**src/ppmc_pkg.sv**
```systemverilog
// package of constants and types for the port1 pin mode configuration block
// assumes an apb slave wrapper in ppmc_top and one config cell per pin
//
// Contract
// - output function 000 is normal drive, 011 is high drive.
// - input uses bits 6:5: none, pull-down, pull-up, buffer off.
// - direction bit 0 targets output config, 1 targets input config.
// - address-latch write stores index and direction, no config change.
// - non-latch write loads function code into indexed pin config.
// - read returns latched pin's mode for latched direction.
// - pin index selects pins 0 to 7 by binary value.
// - package variant reserves index 111 (middle) or all (smallest).
package ppmc_pkg;
  // ***************
  // register map
  // ***************
  localparam logic [11:0] port1_pin_config_addr = 12'h09f;
  localparam logic [31:0] port1_pin_config_byte = 32'h0000027c;
  localparam logic [11:0] variant_addr = 12'h100;
  localparam logic [7:0] cfg_reset = 8'h00;
  localparam int unsigned num_pins = 8;
  // ***************
  // fields
  // ***************
  localparam int unsigned fn_hi = 7;
  localparam int unsigned fn_lo = 5;
  localparam int unsigned dir_bit = 4;
  localparam int unsigned latch_bit = 3;
  localparam int unsigned idx_hi = 2;
  localparam logic [2:0] out_normal = 3'h0;
  localparam logic [2:0] out_high = 3'h3;
  localparam logic [1:0] in_nopull = 2'h0;
  localparam logic [1:0] in_pulldown = 2'h1;
  localparam logic [1:0] in_pullup = 2'h2;
  localparam logic [1:0] in_off = 2'h3;
  localparam logic [2:0] idx_top = 3'h7;
  // package variants
  localparam logic [1:0] var_large = 2'h0;
  localparam logic [1:0] var_middle = 2'h1;
  localparam logic [1:0] var_small = 2'h2;
  typedef struct packed {
    logic high_drive;
    logic pull_down;
    logic pull_up;
    logic in_buf_en;
  } ppmc_pad_t;
endpackage

```
**src/ppmc_cell.sv**
```systemverilog
// one pin's output and input configuration storage
// assumes writes are already decoded for this pin by ppmc_top
`timescale 1ns/1ns
`default_nettype none
module ppmc_cell (
  // clock and reset
  input wire logic pclk,
  input wire logic presetn,
  // write strobes
  input wire logic wr_out,
  input wire logic wr_in,
  input wire logic [2:0] fn,
  // stored modes
  output logic [2:0] out_mode,
  output logic [1:0] in_mode
);
  logic [2:0] next_out_mode;
  logic [1:0] next_in_mode;
  always_comb begin
    next_out_mode = out_mode;
    next_in_mode = in_mode;
    if (wr_out) begin
      next_out_mode = fn;
    end
    if (wr_in) begin
      next_in_mode = fn[1:0];
    end
  end
  always_ff @(posedge pclk or negedge presetn) begin
    if (!presetn) begin
      out_mode <= ppmc_pkg::cfg_reset[2:0];
      in_mode <= ppmc_pkg::cfg_reset[1:0];
    end else begin
      out_mode <= next_out_mode;
      in_mode <= next_in_mode;
    end
  end
endmodule // ppmc_cell
`default_nettype wire

```
**src/ppmc_top.sv**
```systemverilog
// apb slave holding the port1 pin configuration register and pad controls
// assumes a single apb master on pclk; pad controls go to the port pads
`timescale 1ns/1ns
`default_nettype none
module ppmc_top (
  // apb
  input wire logic pclk,
  input wire logic presetn,
  input wire logic psel,
  input wire logic penable,
  input wire logic pwrite,
  input wire logic [11:0] paddr,
  input wire logic [31:0] pwdata,
  output logic [31:0] prdata,
  output logic pready,
  output logic pslverr,
  // pad controls
  output ppmc_pkg::ppmc_pad_t pad [ppmc_pkg::num_pins]
);
  // ***************
  // bus decode
  // ***************
  logic acc;
  logic commit;
  logic hit_cfg;
  logic hit_var;
  logic wr_cfg;
  logic wr_var;
  logic [7:0] wbyte;
  logic [2:0] lat_idx;
  logic lat_dir;
  logic [1:0] variant;
  logic [2:0] next_lat_idx;
  logic next_lat_dir;
  logic [1:0] next_variant;
  logic [31:0] next_prdata;
  logic next_pslverr;
  logic [2:0] out_mode [ppmc_pkg::num_pins];
  logic [1:0] in_mode [ppmc_pkg::num_pins];
  logic [ppmc_pkg::num_pins-1:0] wr_out;
  logic [ppmc_pkg::num_pins-1:0] wr_in;
  logic idx_ok;
  logic [7:0] rd_cfg;
  logic [2:0] w_idx;
  logic [2:0] w_fn;

  // read data and error load at setup so they stand through the access phase
  assign acc = psel && !penable;
  assign pready = 1'b1;
  // config, latch and variant state change only at the completing edge of the access phase
  assign commit = psel && penable && pready;
  assign wbyte = pwdata[7:0];
  assign w_idx = wbyte[ppmc_pkg::idx_hi:0];
  assign w_fn = wbyte[ppmc_pkg::fn_hi:ppmc_pkg::fn_lo];
  always_comb begin
    hit_cfg = 1'b0;
    hit_var = 1'b0;
    // odd register index, so the bus sees it as a word at four times that
    if (paddr == ppmc_pkg::port1_pin_config_byte[11:0]) begin
      hit_cfg = 1'b1;
    end else if (paddr == ppmc_pkg::variant_addr) begin
      hit_var = 1'b1;
    end
  end
  // zero wait states, so a write lands one edge after its setup edge
  assign wr_cfg = commit && pwrite && hit_cfg;
  assign wr_var = commit && pwrite && hit_var;

  always_comb begin
    case (variant)
      ppmc_pkg::var_large: idx_ok = 1'b1;
      ppmc_pkg::var_middle: idx_ok = (wbyte[ppmc_pkg::idx_hi:0] != ppmc_pkg::idx_top);
      default: idx_ok = 1'b0;
    endcase
  end

  // ***************
  // pin writes
  // ***************
  always_comb begin
    wr_out = '0;
    wr_in = '0;
    if (wr_cfg && !wbyte[ppmc_pkg::latch_bit] && idx_ok) begin
      if (wbyte[ppmc_pkg::dir_bit]) begin
        wr_in[wbyte[ppmc_pkg::idx_hi:0]] = 1'b1;
      end else begin
        wr_out[wbyte[ppmc_pkg::idx_hi:0]] = 1'b1;
      end
    end
  end

  genvar g;
  generate
    for (g = 0; g < ppmc_pkg::num_pins; g++) begin : g_pin
      ppmc_cell u_cell (
        .pclk(pclk),
        .presetn(presetn),
        .wr_out(wr_out[g]),
        .wr_in(wr_in[g]),
        .fn(wbyte[ppmc_pkg::fn_hi:ppmc_pkg::fn_lo]),
        .out_mode(out_mode[g]),
        .in_mode(in_mode[g])
      );
      assign pad[g] = '{
        high_drive: (out_mode[g] == ppmc_pkg::out_high),
        pull_down: (in_mode[g] == ppmc_pkg::in_pulldown),
        pull_up: (in_mode[g] == ppmc_pkg::in_pullup),
        in_buf_en: (in_mode[g] != ppmc_pkg::in_off)
      };
    end
  endgenerate

  // ***************
  // latch and read
  // ***************
  always_comb begin
    next_lat_idx = lat_idx;
    next_lat_dir = lat_dir;
    next_variant = variant;
    if (wr_cfg && wbyte[ppmc_pkg::latch_bit]) begin
      next_lat_idx = wbyte[ppmc_pkg::idx_hi:0];
      next_lat_dir = wbyte[ppmc_pkg::dir_bit];
    end
    if (wr_var) begin
      next_variant = pwdata[1:0];
    end
  end

  always_comb begin
    rd_cfg = ppmc_pkg::cfg_reset;
    if (lat_dir) begin
      rd_cfg[ppmc_pkg::fn_lo +: 2] = in_mode[lat_idx];
    end else begin
      rd_cfg[ppmc_pkg::fn_hi:ppmc_pkg::fn_lo] = out_mode[lat_idx];
    end
  end

  always_comb begin
    next_prdata = '0;
    next_pslverr = 1'b0;
    if (acc) begin
      if (hit_cfg) begin
        next_prdata = {24'h000000, rd_cfg};
      end else if (hit_var) begin
        next_prdata = {30'h00000000, variant};
      end else begin
        next_pslverr = 1'b1;
      end
    end
  end

  always_ff @(posedge pclk or negedge presetn) begin
    if (!presetn) begin
      lat_idx <= ppmc_pkg::cfg_reset[ppmc_pkg::idx_hi:0];
      lat_dir <= ppmc_pkg::cfg_reset[ppmc_pkg::dir_bit];
      variant <= ppmc_pkg::var_large;
      prdata <= {24'h000000, ppmc_pkg::cfg_reset};
      pslverr <= 1'b0;
    end else begin
      lat_idx <= next_lat_idx;
      lat_dir <= next_lat_dir;
      variant <= next_variant;
      prdata <= acc ? next_prdata : prdata;
      pslverr <= acc ? next_pslverr : pslverr;
    end
  end
endmodule // ppmc_top
`default_nettype wire
```
**config.mk**
```make
export PLATFORM = sky130hd
export DESIGN_NAME = ppmc_top
export DESIGN_NICKNAME = d
export VERILOG_FILES = /design/src/ppmc_pkg.sv /design/src/ppmc_cell.sv /design/src/ppmc_top.sv
export SDC_FILE = /design/constraint.sdc
export NUM_CORES = 1
export LEC_CHECK = 0
export BUFFER_PORTS_ARGS = -buffer_cell sky130_fd_sc_hd__buf_2
export CAP_MARGIN = 5
export CORE_ASPECT_RATIO = 1.2
export CORE_MARGIN = 4
export CORE_UTILIZATION = 25
export DETAILED_ROUTE_END_ITERATION = 10
export GPL_ROUTABILITY_DRIVEN = 0
export SLEW_MARGIN = 20
export SYNTH_ARGS = -nofsm -noshare
export SYNTH_HDL_FRONTEND = slang
export SYNTH_SLANG_ARGS = --single-unit
```
**constraint.sdc**
```tcl
create_clock -name pclk -period 2.6 [get_ports pclk]
set_clock_uncertainty 0.2 [all_clocks]
set_input_delay 0.39 -clock pclk [delete_from_list [all_inputs] [get_ports pclk]]
set_output_delay 0.39 -clock pclk [all_outputs]
set_load 0.02 [all_outputs]
```
==> out/qor.txt <==
===============================================================================================
GR met1 Demand/Resource                                                                   0.116
Hold Path Class                                                                       in -> reg
Via count of the first global-routing pass                                                 2209
Avg Inst Size Synth                                                                   11.4 um^2
Std-Cell Core Area                                                                   11700 um^2
Die outline width                                                                        108 um
Antenna Diode Count                                                                           0
Initial antenna violation count                                                               1
Clock latency reported for the late side of the worst-skew pair                         0.29 ns
Critical path arrival                                                                   2.11 ns
Pin count of the biggest net entering global routing                                         30
Internal reg-to-reg setup slack                                                         0.59 ns
Number of flip-flops and latches in the synthesized netlist                                  52
Number of max-cap violations                                                                  0
Remaining number of nets flagged by the antenna check after routing                           0
Global-route wire length before repair                                                 11300 um
Proportion of layout cells with a drive suffix above 1                                    0.448
Buffers inserted by post-CTS timing repair                                                    0
Top_reg_cell synth                                                                      dfrtp_1
CTS tree                                                                                  built
Initial core utilization                                                                  0.259
Remaining design rule violation count                                                         0
Yosys top cell by area                                                                  dfrtp_1
Data required, critical path                                                            2.58 ns
Hpwl dp                                                                                 5560 um
Switching portion of total power                                                          0.249
Critical path startpoint category                                                    input port
Filler Cell Count                                                                          1202
Ratio of routed vias to standard cells                                                     4.42
Maximum achievable frequency                                                          0.469 GHz
Leakage dissipation                                                                  0.00173 uW
Transition time of the tightest slew-check pin                                         0.614 ns
Count of endpoints failing setup in the final report                                          0
Root buf cell                                                                         clkbuf_16
H-tree Lvls                                                                                   2
Synthesized netlist cell count                                                              264
Number of standard-cell rows in the floorplan                                                43
Slowest cell on crit path                                                                 or3_1
Power share of the sequential group                                                       0.506
Number of flops mapped to enable cells by yosys                                               0
Top-level I/O count                                                                         115
Placed instance count                                                                       478
Endpoint kind of the worst setup timing path                                               flop
Worst path cell trace                                                              buf_2 -> nand3b_1 -> or3_1 -> buf_4 -> nor3_2 -> mux2_2
Worst slack at placement                                                               0.161 ns
Vertical die dimension                                                                   128 um
Most frequently used cell type in the post-synthesis netlist                            dfrtp_1
Final critical-path share of the clock period                                             0.820
Count of vias placed by the detailed router                                                2152
Run status                                                                         finished clean
Internal power consumption                                                              1200 uW
Final cell count without fillers                                                            487
Number of buffer cells added on primary ports                                                62
Worst Slack Setup Final                                                                0.468 ns
Count of unique library cells instantiated by Yosys                                          30
Mapped cell area                                                                      3020 um^2
Most used routing layer                                                                    met2
FF-to-FF End                                                                       g_pin[7].u_cell.out_mode[0]$_DFFE_PN0P_
Gate power share                                                                          0.073
Net load switching power                                                                 398 uW
Largest fanout on the critical path                                                          11
Number of buffers added by the clock tree synthesis step                                      5
Share of power burned in the clock network                                                0.421
Final total negative setup slack                                                           0 ns
Fraction of met2 tracks used by global routing                                            0.188
Count of pins over their slew limit                                                           0
Synthesis-to-layout area growth                                                           19.0%
Final number of hold-violating endpoints                                                      0
Worst Hold Depth                                                                              2
Max-slew headroom at the worst pin                                                        0.591
Worst hold endpoint                                                                g_pin[4].u_cell.out_mode[2]$_DFFE_PN0P_
# clock sinks                                                                                52
Largest cells by area after synthesis                                              dfrtp_1 (43%), mux2_2 (16%), mux4_2 (7.5%), buf_4 (7.0%), nor2b_1 (4.1%)
Clock buffer depth                                                                            2
Fraction of met3 tracks used by global routing                                           0.0346
Fraction of synthesis flops using an asynchronous set or reset pin                         1.00
Sequential cell area fraction in the yosys report                                         0.431
Routed len/inst                                                                         14.7 um
Startpoint of the worst-slack reg-to-reg timing path                               variant[0]$_DFFE_PN0P_
Warning count from the yosys run                                                              0
# nets final                                                                                378
All-layer global routing usage                                                            0.104
Top cells by instance count after synthesis                                        dfrtp_1 (52), mux2_2 (44), nand2_1 (30), buf_4 (28), nor2b_1 (20)
Count of buffering cells on the critical path with inverters included                         2
Remaining global-route overflow                                                               0
Worst R2R Path Depth                                                                          5
Family of cells with the greatest summed delay on the critical path                simple AND/OR/NAND/NOR gates
Clock input transition at the sequential cells of the worst setup and hold paths        0.07 ns
Share of the synthesized area in the top cell type                                        0.431
Cell area power density                                                             444 nW/um^2
Final routed wirelength across all metal layers                                         7140 um
Crit. path cell count                                                                         6
Iteration count of the initial detailed-routing pass                                          4
Shortest clock period the worst path allows after layout                                2.13 ns
Maximum single-stage delay on the critical path                                         0.55 ns
Number of DRC markers in iteration 0                                                        104
Die footprint                                                                        13900 um^2
Maximum resistive drop on vdd                                                        0.000250 V
Startpoint of the worst hold path                                                     pwdata[7]
Type of the worst setup path                                                          in -> reg
RSZ-0062 raised after global routing                                                      false
===============================================================================================
-- repair_timing --
item,4_1_cts,5_1_grt
hold buffers,1,0
resized for setup,0,0
endpoints found under the hold margin,23,0
-- state kept, by name (all words and copies together), names as in the netlist --
signal / count
g_pin.u_cell.out_mode: 24
g_pin.u_cell.in_mode: 16
prdata: 5
lat_idx: 3
variant: 2
lat_dir: 1
pslverr: 1
-- layout make-up --
class | instances | area (um^2) | area share
sequential | 52 | 1300 | 0.362
clock inverter | 3 | 26.3 | 0.00731
clock buffer | 5 | 125 | 0.0348
tap | 157 | 196 | 0.0547
inverter | 1 | 3.75 | 0.00104
timing repair buffer | 72 | 400 | 0.111
multi-input combinational | 197 | 1540 | 0.429
-- worst reg2reg max path, cell delays in order, from the launching register on --
cell     delay [ns]
dfrtp_1        0.40
nand4_1        0.11
nand4_1        0.12
buf_4          0.24
nor3_1         0.44
mux2_2         0.39
-- logic make-up after synthesis --
| family | count (synthesis) | synth area share |
|---|---|---|
| buffers and inverters | 41 | 0.0912 |
| other | 2 | 0.00249 |
| AO/OA/AOI/OAI | 6 | 0.0149 |
| AND/OR/NAND/NOR | 100 | 0.185 |
| flip-flops | 52 | 0.431 |
| multiplexers | 63 | 0.275 |
-- through the flow --
stage          hold WS [ns]  utilization  power, uW  instance area [um^2]
6_report              0.265        0.308       1600                  3590
5_1_grt               0.271        0.308       1650                  3590
4_1_cts               0.259        0.308       1620                  3590
3_5_place_dp          0.232        0.294        939                  3430
3_3_place_gp          0.222        0.294        937                  3430
2_1_floorplan        -0.106            -        919                  3120
-- layout by cell type (no fill, tap or decap), drive strengths merged, types with 2 or more instances in the layout --
cell type and count:
o21ai 2, nand2 30, nand4 4, buf 71, nand2b 2, mux4 10
inv 3, or3 2, conb 28, nor3 19, clkbuf 5, nand3 7
mux2i 5, mux2 48, nor2b 20, dfrtp 52, nor2 12, a22o 2
-- worst max path at each step --
stage | startpoint | endpoint | slack, ns
2_1_floorplan | paddr[7] | g_pin[4].u_cell.out_mode[2]$_DFFE_PN0P_ | 0.58
3_3_place_gp | paddr[8] | g_pin[1].u_cell.out_mode[0]$_DFFE_PN0P_ | 0.21
3_5_place_dp | paddr[8] | g_pin[6].u_cell.in_mode[0]$_DFFE_PN0P_ | 0.16
4_1_cts | paddr[8] | g_pin[6].u_cell.in_mode[0]$_DFFE_PN0P_ | 0.46
5_1_grt | paddr[7] | g_pin[7].u_cell.out_mode[1]$_DFFE_PN0P_ | 0.33
6_report | paddr[8] | g_pin[6].u_cell.in_mode[0]$_DFFE_PN0P_ | 0.47
-- layer usage --
layer | wire [um] | vias to the layer above
met4 | 125 | 2
li1 | - | 997
met3 | 528 | 11
met1 | 2860 | 1073
met2 | 3610 | 69
met5 | 13 | -
-- power by group through the flow --
stage	clock network (uW)	registers (uW)	logic, uW
after floorplan	0	824	94.2
after global placement	0	824	113
after detailed placement	0	824	114
after CTS	693	808	116
after global routing	715	808	129
final	672	809	116
Note: power is estimated with default switching activity, not from simulation.
